`src/include/ppi_host_pkg.sv`:
```
// Constants for the polled parallel port host controller
// Assumes one 40 MHz clock and a port device reached over a plain I/O bus
package ppi_host_pkg;
  // Device I/O addresses
  localparam logic [7:0] addr_output_data_port = 8'hf4;
  localparam logic [7:0] addr_input_data_port = 8'hf5;
  localparam logic [7:0] addr_status_strobe_port = 8'hf6;
  localparam logic [7:0] addr_configuration_word = 8'hf7;
  // Configuration value and bit set/reset words
  localparam logic [7:0] cfg_word_value = 8'h83;
  localparam logic [7:0] bsr_prn_set = 8'h0d;
  localparam logic [7:0] bsr_prn_clr = 8'h0c;
  localparam logic [7:0] bsr_pun_set = 8'h0b;
  localparam logic [7:0] bsr_pun_clr = 8'h0a;
  localparam logic [7:0] bsr_rdr_set = 8'h09;
  localparam logic [7:0] bsr_rdr_clr = 8'h08;
  // Busy masks on the status/strobe port
  localparam logic [7:0] busy_mask_prn = 8'h04;
  localparam logic [7:0] busy_mask_pun = 8'h02;
  localparam logic [7:0] busy_mask_rdr = 8'h01;
  // Controller's own Wishbone registers (byte addresses)
  localparam logic [3:0] reg_ctrl = 4'h0;
  localparam logic [3:0] reg_data = 4'h4;
  localparam logic [3:0] reg_stat = 4'h8;
  localparam logic [3:0] reg_rxd = 4'hc;
  // Command codes in ctrl[2:0]
  localparam logic [2:0] cmd_init = 3'h1;
  localparam logic [2:0] cmd_print = 3'h2;
  localparam logic [2:0] cmd_punch = 3'h3;
  localparam logic [2:0] cmd_read = 3'h4;
  // Status bit positions
  localparam int stat_busy_bit = 0;
  localparam int stat_done_bit = 1;
  localparam int stat_err_bit = 2;
  localparam int stat_init_bit = 3;
  // Timing
  localparam int clk_mhz = 40;
  localparam int strobe_min_ns = 500;
  localparam int strobe_cycles = (strobe_min_ns * clk_mhz + 999) / 1000;
  localparam int io_cycles = 4;
  typedef enum logic [3:0] {
    st_idle = 4'b0000,
    st_cfg = 4'b0001,
    st_init_prn = 4'b0010,
    st_init_pun = 4'b0011,
    st_init_rdr = 4'b0100,
    st_poll = 4'b0101,
    st_data = 4'b0110,
    st_stb_on = 4'b0111,
    st_stb_wait = 4'b1000,
    st_stb_off = 4'b1001,
    st_rd_on = 4'b1010,
    st_rd_poll = 4'b1011,
    st_rd_get = 4'b1100,
    st_rd_off = 4'b1101
  } seq_state_e;
endpackage

```
`src/hw/ppi_host.sv`:
```
// Host controller driving a polled parallel port with three peripherals
// Assumes a Wishbone classic master and the port device on the I/O pins
//
// Added by the designer: the Wishbone slave port.
`timescale 1ns/1ps
// How it works
// - Host writes configuration word 83 hex first
// - Busy masks 04, 02, 01 hex
// - Bit set/reset words toggle single strobes
// - Init sets every active-low strobe inactive
// - Printer strobe lasts at least 0.5 us
// - Never strobe printer while busy
// - Print: poll idle, write byte, strobe
// - Punch command strobe punches high tracks
// - Punch ready level serves as busy
// - Drive-right strobe reads one reader character
// - Read: strobe, poll, read, release strobe
// - Ports at f4 to f7, A1:A0 select
// - Unused select address bits held at one; only A1:A0 (io_a) are driven here
module ppi_host
  import ppi_host_pkg::*;
(
  input wire logic core_clk,
  input wire logic nrst,
  input wire logic wb_cyc_i,
  input wire logic wb_stb_i,
  input wire logic wb_we_i,
  input wire logic [3:0] wb_adr_i,
  input wire logic [31:0] wb_dat_i,
  input wire logic [3:0] wb_sel_i,
  output logic [31:0] wb_dat_o,
  output logic wb_ack_o,
  input wire logic [7:0] io_d_in,
  output logic [1:0] io_a,
  output logic io_cs_n,
  output logic io_rd_n,
  output logic io_wr_n,
  output logic [7:0] io_d_out,
  output logic io_d_oe
);
  seq_state_e state_r, state_nxt;
  logic [7:0] data_r;
  logic [7:0] rxd_r;
  logic [2:0] cmd_r;
  logic done_r, err_r, init_r;
  logic [7:0] wait_r;
  logic io_start;
  logic io_wr;
  logic [7:0] io_addr;
  logic [7:0] io_wdata;
  logic [7:0] io_rdata;
  logic io_done;
  wire busy = (state_r != st_idle);

  // Wishbone decode
  wire wb_req = wb_cyc_i && wb_stb_i && !wb_ack_o;
  wire wr_ctrl = wb_req && wb_we_i && (wb_adr_i == reg_ctrl) && wb_sel_i[0];
  wire wr_data = wb_req && wb_we_i && (wb_adr_i == reg_data) && wb_sel_i[0];
  wire clr_stat = wb_req && wb_we_i && (wb_adr_i == reg_stat) && wb_sel_i[0];
  wire [2:0] new_cmd = wb_dat_i[2:0];
  wire cmd_ok = (new_cmd == cmd_init) || (init_r && ((new_cmd == cmd_print)
    || (new_cmd == cmd_punch) || (new_cmd == cmd_read)));
  wire launch = wr_ctrl && !busy;
  wire refuse = wr_ctrl && (busy || !cmd_ok);
  wire [31:0] rd_word;
  assign rd_word = (wb_adr_i == reg_ctrl) ? {29'h0, cmd_r} :
    (wb_adr_i == reg_data) ? {24'h0, data_r} :
    (wb_adr_i == reg_stat) ? {28'h0, init_r, err_r, done_r, busy} :
    (wb_adr_i == reg_rxd) ? {24'h0, rxd_r} : 32'h0;

  // Busy bit for the selected device, nonzero means busy
  function automatic logic dev_busy(input logic [2:0] c, input logic [7:0] st);
    logic [7:0] m;
    m = (c == cmd_print) ? busy_mask_prn :
      (c == cmd_punch) ? busy_mask_pun : busy_mask_rdr;
    dev_busy = |(st & m);
  endfunction

  // printer and punch strobes, on bits six and five
  function automatic logic [7:0] strobe_word(input logic [2:0] c, input logic on);
    logic [7:0] w;
    w = (c == cmd_print) ? bsr_prn_set : bsr_pun_set;
    strobe_word = on ? {w[7:1], 1'b0} : w;
  endfunction

  // I/O cycle request for each state
  always_comb
  begin
    io_start = 1'b0;
    io_wr = 1'b1;
    io_addr = addr_configuration_word;
    io_wdata = 8'h00;
    case (state_r)
      st_cfg:
      begin
        io_start = 1'b1;
        io_wdata = cfg_word_value;
      end
      st_init_prn:
      begin
        io_start = 1'b1;
        io_wdata = bsr_prn_set;
      end
      st_init_pun:
      begin
        io_start = 1'b1;
        io_wdata = bsr_pun_set;
      end
      st_init_rdr:
      begin
        io_start = 1'b1;
        io_wdata = bsr_rdr_set;
      end
      st_poll, st_rd_poll:
      begin
        io_start = 1'b1;
        io_wr = 1'b0;
        io_addr = addr_status_strobe_port;
      end
      st_data:
      begin
        io_start = 1'b1;
        io_addr = addr_output_data_port;
        io_wdata = data_r;
      end
      st_stb_on:
      begin
        io_start = 1'b1;
        io_wdata = strobe_word(cmd_r, 1'b1);
      end
      st_stb_off:
      begin
        io_start = 1'b1;
        io_wdata = strobe_word(cmd_r, 1'b0);
      end
      st_rd_on:
      begin
        io_start = 1'b1;
        io_wdata = bsr_rdr_clr;
      end
      st_rd_get:
      begin
        io_start = 1'b1;
        io_wr = 1'b0;
        io_addr = addr_input_data_port;
      end
      st_rd_off:
      begin
        io_start = 1'b1;
        io_wdata = bsr_rdr_set;
      end
      default:
      begin
        io_start = 1'b0;
      end
    endcase
  end

  // Sequencer
  always_comb
  begin
    state_nxt = state_r;
    case (state_r)
      st_idle:
        if (launch && cmd_ok)
        begin
          if (new_cmd == cmd_init)
            state_nxt = st_cfg;
          else if (new_cmd == cmd_read)
            state_nxt = st_rd_on;
          else
            state_nxt = st_poll;
        end
      st_cfg:
        if (io_done)
          state_nxt = st_init_prn;
      st_init_prn:
        if (io_done)
          state_nxt = st_init_pun;
      st_init_pun:
        if (io_done)
          state_nxt = st_init_rdr;
      st_init_rdr:
        if (io_done)
          state_nxt = st_idle;
      st_poll:
        if (io_done && !dev_busy(cmd_r, io_rdata))
          state_nxt = st_data;
      st_data:
        if (io_done)
          state_nxt = st_stb_on;
      st_stb_on:
        if (io_done)
          state_nxt = st_stb_wait;
      st_stb_wait:
        if (wait_r == 8'h00)
          state_nxt = st_stb_off;
      st_stb_off:
        if (io_done)
          state_nxt = st_idle;
      st_rd_on:
        if (io_done)
          state_nxt = st_rd_poll;
      st_rd_poll:
        if (io_done && !dev_busy(cmd_read, io_rdata))
          state_nxt = st_rd_get;
      st_rd_get:
        if (io_done)
          state_nxt = st_rd_off;
      st_rd_off:
        if (io_done)
          state_nxt = st_idle;
      default:
        state_nxt = st_idle;
    endcase
  end

  always_ff @(posedge core_clk)
  begin
    if (!nrst)
    begin
      state_r <= st_idle;
      wait_r <= 8'h00;
    end
    else
    begin
      state_r <= state_nxt;
      if (state_r == st_stb_on && io_done)
        wait_r <= 8'(strobe_cycles - 1);
      else if (wait_r != 8'h00)
        wait_r <= wait_r - 8'h01;
    end
  end

  // Software-visible registers; completion set wins over clear
  always_ff @(posedge core_clk)
  begin
    if (!nrst)
    begin
      cmd_r <= 3'h0;
      data_r <= 8'h00;
      rxd_r <= 8'h00;
      done_r <= 1'b0;
      err_r <= 1'b0;
      init_r <= 1'b0;
      wb_ack_o <= 1'b0;
      wb_dat_o <= 32'h0;
    end
    else
    begin
      wb_ack_o <= wb_req;
      wb_dat_o <= wb_req ? rd_word : 32'h0;
      if (launch && cmd_ok)
        cmd_r <= new_cmd;
      if (wr_data && !busy)
        data_r <= wb_dat_i[7:0];
      if (state_r == st_rd_get && io_done)
        rxd_r <= io_rdata;
      if (state_r == st_init_rdr && io_done)
        init_r <= 1'b1;
      if (busy && state_nxt == st_idle)
        done_r <= 1'b1;
      else if (clr_stat && wb_dat_i[stat_done_bit])
        done_r <= 1'b0;
      if (refuse)
        err_r <= 1'b1;
      else if (clr_stat && wb_dat_i[stat_err_bit])
        err_r <= 1'b0;
    end
  end

  // upper select bits are not driven; only io_a reaches the device
  io_cycle u_io
  (
    .core_clk(core_clk),
    .nrst(nrst),
    .start(io_start && !io_done),
    .wr(io_wr),
    .addr(io_addr),
    .wdata(io_wdata),
    .io_d_in(io_d_in),
    .io_a(io_a),
    .io_cs_n(io_cs_n),
    .io_rd_n(io_rd_n),
    .io_wr_n(io_wr_n),
    .io_d_out(io_d_out),
    .io_d_oe(io_d_oe),
    .rdata(io_rdata),
    .done(io_done)
  );

  a_strobe_len: assert property (@(posedge core_clk) disable iff (!nrst)
    $rose(state_r == st_stb_wait) |-> (state_r == st_stb_wait) [*8]
    ##1 (state_r == st_stb_wait) [*8] ##1 (state_r == st_stb_wait) [*3])
    else $error("strobe held too short");
  a_poll_gate: assert property (@(posedge core_clk) disable iff (!nrst)
    (state_r == st_poll && io_done && dev_busy(cmd_r, io_rdata)) |=> state_r == st_poll)
    else $error("data sent while busy");
  a_init_order: assert property (@(posedge core_clk) disable iff (!nrst)
    (state_r == st_cfg && io_done) |=> state_r == st_init_prn)
    else $error("config not followed by strobe init");
  a_rd_release: assert property (@(posedge core_clk) disable iff (!nrst)
    (state_r == st_rd_get && io_done) |=> state_r == st_rd_off ##[1:12] state_r == st_idle)
    else $error("reader strobe not released");
  a_ack_once: assert property (@(posedge core_clk) disable iff (!nrst)
    wb_ack_o |=> !wb_ack_o)
    else $error("ack longer than one cycle");
  a_io_addr: assert property (@(posedge core_clk) disable iff (!nrst)
    (state_r == st_rd_get && $fell(io_cs_n)) |-> io_a == addr_input_data_port[1:0] && io_wr_n)
    else $error("wrong port for reader data");
  a_cfg_word: assert property (@(posedge core_clk) disable iff (!nrst)
    (state_r == st_cfg && !io_cs_n) |-> io_a == addr_configuration_word[1:0]
    && io_d_out == cfg_word_value && io_d_oe)
    else $error("configuration word wrong");
  a_data_port: assert property (@(posedge core_clk) disable iff (!nrst)
    (state_r == st_data && !io_cs_n) |-> io_a == addr_output_data_port[1:0]
    && io_d_out == data_r && io_d_oe)
    else $error("output byte not on output port");
  a_busy_read: assert property (@(posedge core_clk) disable iff (!nrst)
    (state_r == st_poll && !io_cs_n) |-> io_a == addr_status_strobe_port[1:0]
    && !io_rd_n && !io_d_oe)
    else $error("busy levels not read from status port");
  a_strobe_on: assert property (@(posedge core_clk) disable iff (!nrst)
    (state_r == st_stb_on && !io_cs_n) |-> io_a == addr_configuration_word[1:0]
    && io_d_out == ((cmd_r == cmd_print) ? bsr_prn_clr : bsr_pun_clr))
    else $error("wrong strobe assert word");
  a_strobe_off: assert property (@(posedge core_clk) disable iff (!nrst)
    (state_r == st_stb_off && !io_cs_n) |-> io_a == addr_configuration_word[1:0]
    && io_d_out == ((cmd_r == cmd_print) ? bsr_prn_set : bsr_pun_set))
    else $error("wrong strobe release word");
  a_rd_wait: assert property (@(posedge core_clk) disable iff (!nrst)
    (state_r == st_rd_poll && io_done && |(io_rdata & busy_mask_rdr))
    |=> state_r == st_rd_poll)
    else $error("reader data taken while busy");
endmodule // ppi_host

```
`src/hw/io_cycle.sv`:
```
// Single I/O bus cycle generator toward the port device
// Assumes the device samples writes and drives read data in a fixed window
`timescale 1ns/1ps
module io_cycle
  import ppi_host_pkg::*;
(
  input wire logic core_clk,
  input wire logic nrst,
  input wire logic start,
  input wire logic wr,
  input wire logic [7:0] addr,
  input wire logic [7:0] wdata,
  input wire logic [7:0] io_d_in,
  output logic [1:0] io_a,
  output logic io_cs_n,
  output logic io_rd_n,
  output logic io_wr_n,
  output logic [7:0] io_d_out,
  output logic io_d_oe,
  output logic [7:0] rdata,
  output logic done
);
  logic [2:0] cnt_r;
  logic active_r;
  logic wr_r;
  wire last = active_r && (cnt_r == 3'(io_cycles - 1));

  always_ff @(posedge core_clk)
  begin
    if (!nrst)
    begin
      active_r <= 1'b0;
      cnt_r <= 3'h0;
      wr_r <= 1'b0;
      io_a <= 2'h0;
      io_cs_n <= 1'b1;
      io_rd_n <= 1'b1;
      io_wr_n <= 1'b1;
      io_d_out <= 8'h00;
      io_d_oe <= 1'b0;
      rdata <= 8'h00;
      done <= 1'b0;
    end
    else
    begin
      done <= last;
      if (start && !active_r)
      begin
        active_r <= 1'b1;
        cnt_r <= 3'h0;
        wr_r <= wr;
        // Two low address bits pick the port
        io_a <= addr[1:0];
        io_cs_n <= 1'b0;
        io_rd_n <= wr;
        io_wr_n <= !wr;
        io_d_out <= wdata;
        io_d_oe <= wr;
      end
      else if (last)
      begin
        active_r <= 1'b0;
        io_cs_n <= 1'b1;
        io_rd_n <= 1'b1;
        io_wr_n <= 1'b1;
        io_d_oe <= 1'b0;
        if (!wr_r)
          rdata <= io_d_in;
      end
      else if (active_r)
        cnt_r <= cnt_r + 3'h1;
    end
  end
endmodule // io_cycle

```
`config.mk`:
```
export PLATFORM = sky130hd
export DESIGN_NAME = ppi_host
export DESIGN_NICKNAME = d
export VERILOG_FILES = /design/src/include/ppi_host_pkg.sv /design/src/hw/ppi_host.sv /design/src/hw/io_cycle.sv
export SDC_FILE = /design/constraint.sdc
export NUM_CORES = 1
export LEC_CHECK = 0
export ABC_AREA = 1
export BUFFER_PORTS_ARGS = -buffer_cell sky130_fd_sc_hd__buf_2
export CAP_MARGIN = 30
export CORE_MARGIN = 3
export CORE_UTILIZATION = 52
export CTS_CLUSTER_DIAMETER = 200
export CTS_CLUSTER_SIZE = 16
export DETAILED_ROUTE_END_ITERATION = 10
export GPL_TIMING_DRIVEN = 0
export PLACE_DENSITY = 0.91
export SYNTH_ARGS = -nofsm -noshare
export SYNTH_HDL_FRONTEND = slang
export SYNTH_SLANG_ARGS = --single-unit
export TNS_END_PERCENT = 10
```
`constraint.sdc`:
```
create_clock -name core_clk -period 1.85 [get_ports core_clk]
set_clock_uncertainty 0.15 [all_clocks]
set_input_delay 0 -clock core_clk [delete_from_list [all_inputs] [get_ports core_clk]]
set_output_delay 0 -clock core_clk [all_outputs]
set_load 0.005 [all_outputs]
```
# Yosys cells after proc, flatten, opt, wreduce, memory -nomap -nowiden
# Cells that the tools add are included.
word_totals:
  output_inout_bits: 47
  regBits: 95
  in_bits: 53
  elab_cells: 153
op_classes:
  reduce_logical: 59
  n_bitwise: 6
  add_sub_neg: 2
  n_mux: 39
  eq_ne: 23
ops:
  columns: ["operator", "n"]
  rows:
  - ["case mux 8 bit (8 select lines)", 1]
  - ["two-way mux 4 bit", 14]
  - ["case mux 4 bit (12 select lines)", 1]
  - ["equality test 4 bit (second input constant)", 8]
  - ["logical AND 1 bit", 25]
  - ["two-way mux 8 bit", 3]
  - ["equality test 4 x 3 -> 1 bit (second input constant)", 5]
  - ["equality test 3 x 2 -> 1 bit (second input constant)", 5]
  - ["two-way mux 1 bit", 13]
  - ["logical NOT 4 bit", 3]
  - ["OR reduction 12 bit", 1]
  - ["two-way mux 5 bit", 2]
  - ["two-way mux 3 bit", 3]
  - ["OR reduction 3 bit", 3]
  - ["bitwise AND 8 x 3 -> 8 bit", 1]
  - ["equality test 4 x 2 -> 1 bit (second input constant)", 2]
  - ["logical NOT 8 bit", 1]
  - ["nonzero test 2 bit", 4]
  - ["nonzero test 8 bit", 1]
  - ["OR reduction 2 bit", 4]
  - ["OR reduction 8 bit", 1]
  - ["subtractor 8 x 1 -> 8 bit (second input constant)", 1]
  - ["logical NOT 1 bit", 7]
  - ["case mux 2 bit (3 select lines)", 1]
  - ["other kinds (11)", 19]

# Longest topological paths before layout
# Gate-level depths: netlist of the first run.
depth:
  word_depth: 12
  ltp_mapped: 13

# Cells and area by module
# A second synthesis of the first run with hierarchy kept.
hier_totals:
  hier_cells: 497
  hier_area_um2: 3474.6
modules_own_cells:
  columns: ["module", "area_each_um2", "cells_per_inst", "n_inst", "seq_area_each_um2"]
  rows:
  - ["ppi_host", 2384.8, 352, 1, 860.8]
  - ["io_cycle", 1089.8, 145, 1, 560.5]

# Least setup slack after synthesis of the first run
# OpenSTA, ideal clock, no wires.
synth_timing:
  path_type: "reg2reg"
  from: "register state_r[1]"
  to: "register u_io.rdata[0]"
  synth_period_minus_slack_ns: 1.552
  t_arrival_ns: 1.283
  slack_ns: 0.298
  n_path_buf: 2
  required_time_ns: 1.581
  stages_incl_launch_ff: 11
  path_cell_list: "dfxtp_1 > buf_6 > inv_4 > nand2_1 > nor2_1 > nor3_2 > o21ai_4 > nand3_2 > buf_6 > o21ai_0 > a21oi_1"
synth_between:
  elab_chain_cells: 7
  word_cells_on_any_way: 18
  cone_classes: "eq/ne (12); mux (1); bitwise (1); reduce/logical (4)"
synth_rtl:
  columns: ["element", "line_no", "rtl"]
  rows:
  - ["start, declared", "ppi_host.sv:41", "seq_state_e state_r, state_nxt;"]
  - ["start signal, assigned", "ppi_host.sv:222", "state_r <= st_idle;"]
  - ["start signal, assigned", "ppi_host.sv:227", "state_r <= state_nxt;"]
  - ["equality test 4 x 3 -> 1 bit (tied with other cells)", "ppi_host.sv:93", "case (state_r)"]
  - ["OR reduction 12 bit (no source line) *", null, null]
  - ["two-way mux 1 bit *", "ppi_host.sv:93", null]
  - ["logical AND 1 bit *", "ppi_host.sv:277", ".start(io_start && !io_done),"]
  - ["logical AND 1 bit *", "io_cycle.sv:47", "if (start && !active_r)"]
  - ["inverter 1 bit (no source line) *", null, null]
  - ["AND reduction 3 bit (no source line) *", null, null]
  - ["end signal, assigned", "io_cycle.sv:68", "rdata <= io_d_in;"]
  - ["end, declared", "io_cycle.sv:20", "output logic [7:0] rdata,"]
# Mark *: on every way between the ends. The rest lies on a longest branch, timed or not.
# A chain may end at the register's enable or synchronous reset.

# Worst setup path in the final report of the first run
layout_timing:
  from: "input nrst"
  to: "register wb_dat_o[0]"
layout_between:
  elab_chain_cells: 1
layout_rtl:
  columns: ["element", "line_no", "rtl"]
  rows:
  - ["start, declared", "ppi_host.sv:24", "input wire logic nrst,"]
  - ["AND reduction 2 bit (no source line)", null, null]
  - ["end signal, assigned", "ppi_host.sv:252", "wb_dat_o <= wb_req ? rd_word : 32'h0;"]
  - ["end, declared", "ppi_host.sv:31", "output logic [31:0] wb_dat_o,"]
# No other way between the ends.

==> flow_summary.json, run 1 <==
{
  "cts_buffer_depth": 2,
  "multi_input_area_sq_um": 1670,
  "ir_drop_v": 0.000594,
  "crit_chain": "dlygate4sd3_1 > clkbuf_1 > nand2_1 > dlygate4sd3_1 > a21oi_1",
  "status": "complete, but fails checks",
  "finalSetupTns_ns": -0.00414,
  "end_kind": "flip-flop",
  "cts-root-buf": "clkbuf_8",
  "grt_setup_unrepaired": "true",
  "core_area_sq_um": 6390,
  "violations": "setup timing",
  "drc": 0,
  "drv_slew": 0,
  "diodes": 0,
  "gp_congestion": 0.909,
  "antenna_found_initial": 0,
  "finalWorstSetupSlack_ns": -0.00414,
  "netlist.area_leader.share": 0.411,
  "wl_mm": 9.88,
  "ff_latch_area_sq_um": 1430,
  "avgViaCountPerCell": 5.40,
  "hp-class": "input pin to flip-flop",
  "clock-sinks": 71,
  "hpwlAfterDp_mm": 6.58,
  "synth_area_leaders": "dfxtp_1, nand2_1, a21oi_1",
  "relSlewSlack": 0.614,
  "io_buffers": 47,
  "vias": 3626,
  "path_common_cell": "dlygate4sd3_1",
  "synth_cells": 484,
  "setup_violations": 1,
  "crit_required_ns": 1.98,
  "drt_pre_antenna_iters": 5,
  "max_freq_mhz": 539,
  "crit_type": "input pin to flip-flop",
  "postLayoutCoreUtil": 0.695,
  "r2r_slack_ns": 0.05,
  "nets": 646,
  "arrival_ns": 1.99,
  "grt-ovfl-total": 0,
  "cp_max_fo": 9,
  "p_per_area_nw_per_um2": 830,
  "wl_per_cell_um": 14.7,
  "cts_tree": "done",
  "worst_slew_pin_slew_ns": 0.578,
  "slowest_delay_ns": 0.67,
  "postRouteAntennaNets": 0,
  "path_clk_slew_ns": 0.09,
  "nFillCells": 509,
  "initial_core_util": 0.541,
  "drive_above_1_share": 0.230,
  "grtUsageTotal": 0.257,
  "critPathLaunchType": "input pin",
  "h-tree-depth": 3,
  "final_cells": 672,
  "yosysTopAreaCell": "dfxtp_1",
  "fin_crit_sh": 1.00,
  "dieWidth_um": 87.5,
  "yosysSeqAreaShare": 0.411,
  "grt_max_degree": 15,
  "whs_ns": 0.0306,
  "ios": 100,
  "ys_ff_latch": 71,
  "synth_area_per_cell_sq_um": 7.14,
  "final_hold_viol_count": 0,
  "grt_pass1_wl_mm": 15.4,
  "design.die.area_sq_um": 7660,
  "layout_min_cycle_time_ns": 1.85,
  "placed_cells_incl_taps": 631,
  "cellLeakagePower_nw": 2.05,
  "insertion_delay_ns": 0.36,
  "netlist_area_sq_um": 3460,
  "drt_iter0_drc": 365,
  "die_h_um": 87.5,
  "yosysWarnings": 0,
  "row_count": 29,
  "drv_cap": 0,
  "cts_buffers": 9,
  "synth_cell_types": 38,
  "grt_pass1_vias": 3465,
  "slowest_stage": "dlygate4sd3_1",
  "area_delta_synth_final_pct": 28.4
}
[layer usage]
| metal | GRT usage | wire (um) | vias up | part of all wire |
|---|---|---|---|---|
| li1 | - | - | 1738 | - |
| met1 | 0.301 | 3870 | 1657 | 0.39 |
| met2 | 0.438 | 4870 | 191 | 0.49 |
| met3 | 0.0482 | 762 | 40 | 0.077 |
| met4 | 0.148 | 374 | 0 | 0.038 |
| met5 | 0 | 0 | - | 0 |
[cells in the mapped netlist (all sizes together)]
library cell and instances:
nand2 94, dfxtp 71, inv 68, a21oi 58, nor2 47, o21ai 46
buf 32, nand3 29, nand4 8, nor3 6, clkbuf 5, ha 3
o22ai 3, or2 3, a221oi 2, xor2 2, a311oi 1, a31oi 1
a32o 1, clkinv 1, conb 1, nand3b 1, xnor2 1
[critical path, delay by kind of cell]
| kind | cells | cell delay, ns |
|---|---|---|
| buf+inv | 3 | 1.63 |
| simple gates | 1 | 0.20 |
| compound gates | 1 | 0.16 |
[layout by cell type, fill, tap and decap left out, drive strengths merged, types with 6 or more instances in the layout]
cell,netlist,layout
nand4,8,8
nand2,94,94
nor3,6,6
o21ai,46,46
dlygate4sd3,0,22
conb,1,24
buf,32,81
clkbuf,5,14
inv,68,70
dfxtp,71,71
nor2,47,47
a21oi,58,58
nand3,29,29
[through the flow]
stage / cell area (sq um) / power [mW] / setup WS, ns
global placement: 3870 / 2.20 / -0.00197
detailed placement: 3870 / 2.24 / -0.0139
floorplan: 3540 / 2.11 / 0.298
global route: 4440 / 3.84 / -0.0719
finish: 4440 / 3.68 / -0.00414
CTS: 4340 / 3.67 / 0.0167
[cell families (layout without fill, tap and decap cells)]
| family | after synthesis | after routing | share of synthesized area |
|---|---|---|---|
| other | 1 | 24 | 0.00109 |
| and+or+nand+nor | 188 | 188 | 0.243 |
| buffers and inverters | 106 | 194 | 0.153 |
| AOI/OAI and AO/OA | 112 | 112 | 0.174 |
| xor gates and xnor gates | 3 | 3 | 0.00760 |
| DFF | 71 | 71 | 0.411 |
| adders and majority gates | 3 | 3 | 0.0109 |
[flip-flops by register name, indices dropped and copies added (netlist names)]
name / flops
state_r: 4
u_io.io_a: 2
data_r: 8
done_r: 1
u_io.active_r: 1
rxd_r: 8
u_io.cnt_r: 3
wb_ack_o: 1
u_io.io_d_oe: 1
u_io.wr_r: 1
wb_dat_o: 8
u_io.io_cs_n: 1
cmd_r: 3
wait_r: 8
u_io.done: 1
u_io.rdata: 8
u_io.io_rd_n: 1
u_io.io_d_out: 8
init_r: 1
err_r: 1
u_io.io_wr_n: 1
[repair_timing]
item,CTS,global route
setup endpoints to repair,4,29
hold buffers,23,0
setup buffers,0,2
hold endpoints to repair,32,0
resized for setup,2,29
pin swaps,1,5
[cell type report]
cell class                 instances  area share
clock buffer                       9      0.0279
buffer                            37      0.0609
multi-input combinational        330       0.376
clock inverter                     7      0.0237
timing repair buffer              72       0.109
tap                               77      0.0217
sequential                        71       0.322
inverter                          69      0.0598
[where the power goes]
part	switching [mW]	total, mW	internal (mW)	leakage [nW]
Clock	0.644	1.42	0.777	0.112
Sequential	0.0604	1.67	1.61	0.575
Combinational	0.337	0.596	0.259	1.36
Total	1.04	3.68	2.64	2.05
[path summary, 6_finish.rpt]
path	end	cells past startpoint	start
min	wb_dat_o[5]$_SDFF_PP0_	7	wb_cyc_i
max	wb_dat_o[0]$_SDFF_PN0_	5	nrst
min reg2reg	u_io.rdata[6]$_SDFFE_PN0P_	2	u_io.rdata[6]$_SDFFE_PN0P_
max reg2reg	u_io.rdata[0]$_SDFFE_PN0P_	10	state_r[1]$_SDFF_PN0_
No activity file was read; power rests on OpenSTA's default activity.
==> run 2: changes to the inputs <==
--- a/config.mk
+++ b/config.mk
@@ -9,4 +9,5 @@
 export BUFFER_PORTS_ARGS = -buffer_cell sky130_fd_sc_hd__buf_2
 export CAP_MARGIN = 30
+export CORE_ASPECT_RATIO = 0.9
 export CORE_MARGIN = 3
 export CORE_UTILIZATION = 52
--- a/constraint.sdc
+++ b/constraint.sdc
@@ -3,3 +3,3 @@
 set_input_delay 0 -clock core_clk [delete_from_list [all_inputs] [get_ports core_clk]]
 set_output_delay 0 -clock core_clk [all_outputs]
-set_load 0.005 [all_outputs]
+set_load 0.01 [all_outputs]
==> run 2 against run 1 <==
  * The flow now finishes without violations
  * Sequential share of layout area down 0.45 points
  * Maximum frequency grew 3.1%
  * Global-route usage is 0.071 points higher
  * Non-clock buffer count is 8 higher
  * Critical path type unchanged
==> flow_summary.json, run 2 (synthesis gave the netlist of run 1 again) <==
{
  "crit_start": "wb_adr_i[0]",
  "drt_pre_antenna_iters": 5,
  "crit_required_ns": 1.99,
  "hp-class": "input pin to flip-flop",
  "relSlewSlack": 0.612,
  "endpoint": "data_r[4]$_SDFFE_PN0P_",
  "die_h_um": 83.3,
  "path_depth": 12,
  "worst_slew_pin_slew_ns": 0.582,
  "max_freq_mhz": 556,
  "grt_pass1_vias": 3442,
  "p_per_area_nw_per_um2": 831,
  "hpwlAfterDp_mm": 6.63,
  "r2r_slack_ns": 0.07,
  "nets": 654,
  "cts-root-buf": "clkbuf_8",
  "r2r-end": "done_r$_SDFFE_PN0P_",
  "grt_pass1_wl_mm": 15.9,
  "wl_per_cell_um": 14.2,
  "final_hold_viol_count": 0,
  "cts_buffers": 9,
  "crit_type": "input pin to flip-flop",
  "drv_cap": 0,
  "worstReg2RegStart": "state_r[0]$_SDFF_PN0_",
  "cp_max_fo": 5,
  "drv_slew": 0,
  "insertion_delay_ns": 0.36,
  "path_clk_slew_ns": 0.08,
  "grt_max_degree": 15,
  "ir_drop_v": 0.000825,
  "core_area_sq_um": 6280,
  "hp-start": "wb_cyc_i",
  "h-tree-depth": 3,
  "io_buffers": 47,
  "fin_crit_sh": 0.972,
  "final_cells": 690,
  "ios": 100,
  "vias": 3631,
  "layout_min_cycle_time_ns": 1.80,
  "critical_path.n_buffers_inverters": 6,
  "nFillCells": 477,
  "crit_chain": "dlygate4sd3_1 > buf_2 > nor2_4 > inv_2 > nor2_4 > inv_4 > nor2_8 > inv_4 > nor3_4 > buf_4 > o21ai_0 > a21oi_1",
  "mostFrequentLayoutCells": "nand2_1, dfxtp_1, inv_1",
  "status": "finished, final reports clean",
  "drc": 0,
  "cellLeakagePower_nw": 2.08,
  "final_common_cell": "nand2_1",
  "arrival_ns": 1.94,
  "end_kind": "flip-flop",
  "drive_above_1_share": 0.237,
  "wl_mm": 9.81,
  "postRouteAntennaNets": 0,
  "postLayoutCoreUtil": 0.715,
  "dieWidth_um": 91.9,
  "crit_family": "buffers and inverters",
  "row_count": 27,
  "grtUsageTotal": 0.258,
  "area_delta_synth_final_pct": 30.0,
  "r2r_cells": 11,
  "initial_core_util": 0.550,
  "gp_congestion": 0.919,
  "slowest_stage": "dlygate4sd3_1",
  "cts_tree": "done",
  "critPathLaunchType": "input pin",
  "grt_setup_unrepaired": "true",
  "design.die.area_sq_um": 7660,
  "placed_cells_incl_taps": 641,
  "grt-ovfl-total": 0,
  "diodes": 0,
  "antenna_found_initial": 0,
  "clock-sinks": 71,
  "setup_violations": 0,
  "avgViaCountPerCell": 5.26,
  "cts_buffer_depth": 2,
  "slowest_delay_ns": 0.54,
  "whs_ns": 0.0194,
  "drt_iter0_drc": 434
}
[run 2: cell types whose count changed in the layout (fill, tap and decap cells not counted), sizes merged]
cell	before	now
dlygate4sd3	22	23
inv	70	72
clkinv	3	0
clkinvlp	1	2
buf	81	89
dlymetal6s4s	1	0
[run 2: metal layers]
| metal | vias to the layer above | track usage | share of wire |
|---|---|---|---|
| met5 | - | 0 | 0 |
| met4 | 0 | 0.0985 | 0.024 |
| met3 | 23 | 0.0607 | 0.077 |
| met2 | 184 | 0.421 | 0.48 |
| met1 | 1672 | 0.330 | 0.42 |
| li1 | 1752 | - | - |
[run 2: how the worst min path moves through the flow]
| stage | end | slack [ns] | depth (start not counted) |
|---|---|---|---|
| global placement | data_r[3]$_SDFFE_PN0P_ | 0.09 | 3 |
| detailed placement | data_r[6]$_SDFFE_PN0P_ | 0.09 | 3 |
| CTS | done_r$_SDFFE_PN0P_ | 0.006 | 6 |
| floorplan | data_r[6]$_SDFFE_PN0P_ | -0.02 | 2 |
| finish | wb_dat_o[4]$_SDFF_PP0_ | 0.02 | 7 |
| global route | wb_dat_o[4]$_SDFF_PP0_ | 0.06 | 7 |
[run 2: cell type report]
type | instances | area (sq um) | share of cell area
multi-input combinational | 330 | 1660 | 0.368
sequential | 71 | 1430 | 0.317
timing repair buffer | 80 | 544 | 0.121
inverter | 69 | 269 | 0.0599
buffer | 37 | 263 | 0.0585
clock buffer | 9 | 124 | 0.0276
tap | 87 | 109 | 0.0242
clock inverter | 7 | 104 | 0.0231
[run 2: metrics by stage]
stage	TNS (ns)	power, mW	setup WS (ns)	area [sq um]
CTS	0	3.70	0.0125	4350
global route	-0.289	3.87	-0.0499	4490
global placement	-0.0261	2.22	-0.0261	3890
floorplan	0	2.12	0.298	3540
detailed placement	-0.0204	2.26	-0.0177	3890
finish	0	3.73	0.0522	4490
[run 2: power breakdown]
group	switching, mW	internal (mW)
sequential	0.0652	1.61
clock	0.671	0.777
combinational	0.348	0.264
total	1.08	2.65
[run 2: worst register-to-register path: stages (launching register included)]
cell,delay [ns]
dfxtp_2,0.37
buf_4,0.18
nor2_1,0.09
nand2_2,0.10
nand2_1,0.08
nor2_1,0.09
nand2_1,0.07
nor2_2,0.18
nand2_1,0.07
nor2_1,0.08
nand3_1,0.10
a21oi_1,0.13
[run 2: what timing repair did]
action                                  4_1_cts  5_1_grt
endpoints found under the hold margin        34        0
pin swaps                                     0        5
gates resized for setup                       2       26
setup buffers                                 0       10
hold buffers                                 23        0
endpoints found under the setup margin        2       34
==> run 3: changes to the inputs <==
- ABC_AREA: 1 -> default
==> run 3 against run 2 <==
  * The flow now finishes with violations (setup timing)
  * Sequential cell count did not move
  * Register-to-register slack got worse by 0.08 ns
  * Hold slack improved by 0.011 ns
  * Count of clock-buffer cells in the layout stayed put
  * Non-clock buffer count rose by 6
  * Combinational power up 34%
  * Sequential power is 4% higher
  * Die area rose by 1.4%
==> flow_summary.json, run 3 <==
{
  "status": "complete, but fails checks",
  "violations": "setup timing",
  "crit_required_ns": 1.93,
  "drive_above_1_share": 0.283,
  "wl_per_cell_um": 17.3,
  "ys_top_cells_by_count": "dfxtp_1, nor2_1, nand2_1, a21oi_1, buf_4",
  "cts-root-buf": "clkbuf_8",
  "mostFrequentLayoutCells": "dfxtp_1, buf_2, nor2_1",
  "finalWorstSetupSlack_ns": -0.00583,
  "layout_min_cycle_time_ns": 1.86,
  "p_sw_frac": 0.309,
  "max_freq_mhz": 539,
  "seq_power_share": 0.453,
  "h-tree-depth": 3,
  "vias": 3453,
  "setup_violations": 3,
  "hp-class": "input pin to flip-flop",
  "grt_setup_unrepaired": "true",
  "p_per_area_nw_per_um2": 841,
  "synth-async-reset-ratio": 0,
  "combPwrFrac": 0.214,
  "drt_iter0_drc": 448,
  "p_int_mw": 2.64,
  "synth_area_leaders": "dfxtp_1, mux2i_1, buf_4",
  "grt_pass1_vias": 3260,
  "insertion_delay_ns": 0.36,
  "arrival_ns": 1.93,
  "p_switching_mw": 1.18,
  "final_common_cell": "dfxtp_1",
  "slowest_delay_ns": 0.33,
  "synth_enable_flop_cells": 0,
  "cts_buffers": 9,
  "multi_input_area_sq_um": 1930,
  "ios": 100,
  "finalSetupTns_ns": -0.0143,
  "fin_crit_sh": 1.00,
  "design.die.area_sq_um": 7770,
  "ir_drop_v": 0.000677,
  "pwr-share-clk": 0.333,
  "antenna_found_initial": 0,
  "drc": 0,
  "crit_chain": "and3b_1 > and3_1 > buf_2 > nand4_4 > mux2i_1 > nor2_1",
  "cp_max_fo": 8,
  "synth_cells": 397,
  "avgViaCountPerCell": 5.76,
  "cts_tree": "done",
  "cellLeakagePower_nw": 1.97,
  "postRouteAntennaNets": 0,
  "whs_ns": 0.0307,
  "yosysWarnings": 0,
  "placed_cells_incl_taps": 554,
  "end_kind": "flip-flop",
  "worst_slew_pin_slew_ns": 0.608,
  "initial_core_util": 0.555,
  "grtUsageTotal": 0.265,
  "ff_latch_area_sq_um": 1430,
  "gp_congestion": 0.928,
  "nets": 564,
  "yosysTopAreaCell": "dfxtp_1",
  "wl_mm": 10.4,
  "cts_buffer_depth": 2,
  "yosysSeqAreaShare": 0.405,
  "slowest_stage": "dfxtp_1",
  "grt_pass1_wl_mm": 16.2,
  "die_h_um": 83.9,
  "path_clk_slew_ns": 0.08,
  "total_power_mw": 3.82,
  "drt_pre_antenna_iters": 5,
  "clock-sinks": 71,
  "critical_path.n_buffers_inverters": 1,
  "relSlewSlack": 0.595,
  "diodes": 0,
  "drv_slew": 0,
  "crit_type": "flip-flop to flip-flop",
  "synth-main-ff-cell": "dfxtp_1",
  "area_delta_synth_final_pct": 29.4,
  "netlist.area_leader.share": 0.405,
  "grt-ovfl-total": 0,
  "synth.most_common_cell": "dfxtp_1",
  "drv_cap": 0,
  "netlist_area_sq_um": 3510,
  "grt_max_degree": 15,
  "dieWidth_um": 92.6,
  "final_hold_viol_count": 0,
  "nFillCells": 464,
  "hpwlAfterDp_mm": 6.81,
  "row_count": 27,
  "synth_cell_types": 67,
  "final_cells": 600,
  "critPathLaunchType": "flip-flop",
  "crit_family": "simple AND/OR/NAND/NOR gates",
  "ys_ff_latch": 71,
  "core_area_sq_um": 6320,
  "synth_area_per_cell_sq_um": 8.84,
  "io_buffers": 47
}
-- run 3: changes by cell type in the layout (fill, tap and decap cells not counted), moves of 22 or more --
cell,delta
nand2_1,-47
nand3_1,-22
o21ai_0,-38
a21oi_1,-25
mux2i_1,+24
inv_1,-56
-- run 3: power groups by stage --
stage	clock network [mW]	logic (mW)	registers (mW)
3_5_place_dp	0	0.720	1.76
2_1_floorplan	0	0.555	1.75
3_3_place_gp	0	0.683	1.75
5_1_grt	1.33	0.904	1.74
4_1_cts	1.27	0.769	1.73
6_report	1.27	0.819	1.73
-- run 3: worst reg2reg max path, stage by stage (launching register included) --
cell and delay, ns:
dfxtp_1 0.33, and3b_1 0.26, and3_1 0.20, buf_2 0.22, nand4_4 0.24, mux2i_1 0.27
nor2_1 0.06
-- run 3: kinds of logic (layout without fill, tap and decap cells) --
family          count (synthesis)  in the layout  share of synthesized area
compound gates                 90             90                      0.180
fa+ha+maj                       3              3                     0.0107
mux                            27             27                     0.0781
simple gates                  147            147                      0.217
xor+xnor                        5              5                     0.0125
flops                          71             71                      0.405
other cells                     1             24                    0.00107
buf+inv                        53            146                     0.0956
-- run 3: path summary, 6_finish.rpt --
kind | start | to | slack (ns) | cells past startpoint
max | wb_ack_o$_SDFF_PN0_ | data_r[5]$_SDFFE_PN0P_ | -0.006 | 6
min | wb_adr_i[3] | wb_dat_o[5]$_SDFF_PP0_ | 0.03 | 4
max reg2reg | wb_ack_o$_SDFF_PN0_ | data_r[5]$_SDFFE_PN0P_ | -0.006 | 6
min reg2reg | u_io.io_d_out[0]$_SDFFE_PN0P_ | u_io.io_d_out[0]$_SDFFE_PN0P_ | 0.31 | 2
-- run 3: area by class of cell --
cell class | count | share of cell area
Sequential cell | 71 | 0.314
Timing Repair Buffer | 78 | 0.116
Tap cell | 87 | 0.0240
Multi-Input combinational cell | 296 | 0.425
Inverter | 7 | 0.00579
Clock inverter | 7 | 0.0174
Clock buffer | 9 | 0.0273
Buffer | 45 | 0.0697
-- run 3: layer usage --
| metal | vias to the layer above | GRT usage | routed length, um |
|---|---|---|---|
| met3 | 36 | 0.0775 | 965 |
| met2 | 225 | 0.441 | 5090 |
| li1 | 1580 | - | - |
| met4 | 0 | 0.116 | 274 |
| met1 | 1612 | 0.315 | 4070 |
| met5 | - | 0 | 0 |
-- run 3: repair_timing --
item,in CTS,in global routing
hold buffers,23,0
buffers inserted,0,8
endpoints found under the setup margin,10,48
gates resized for setup,4,26
pin swaps,0,5
endpoints found under the hold margin,34,0
-- run 3: per-stage QoR --
step,instance area (sq um),setup WS [ns],util
after floorplan,3590,0.209,-
after global placement,3940,-0.163,0.623
after detailed placement,3940,-0.155,0.623
after CTS,4390,0.00843,0.694
after global routing,4540,-0.0761,0.719
final,4540,-0.00583,0.719
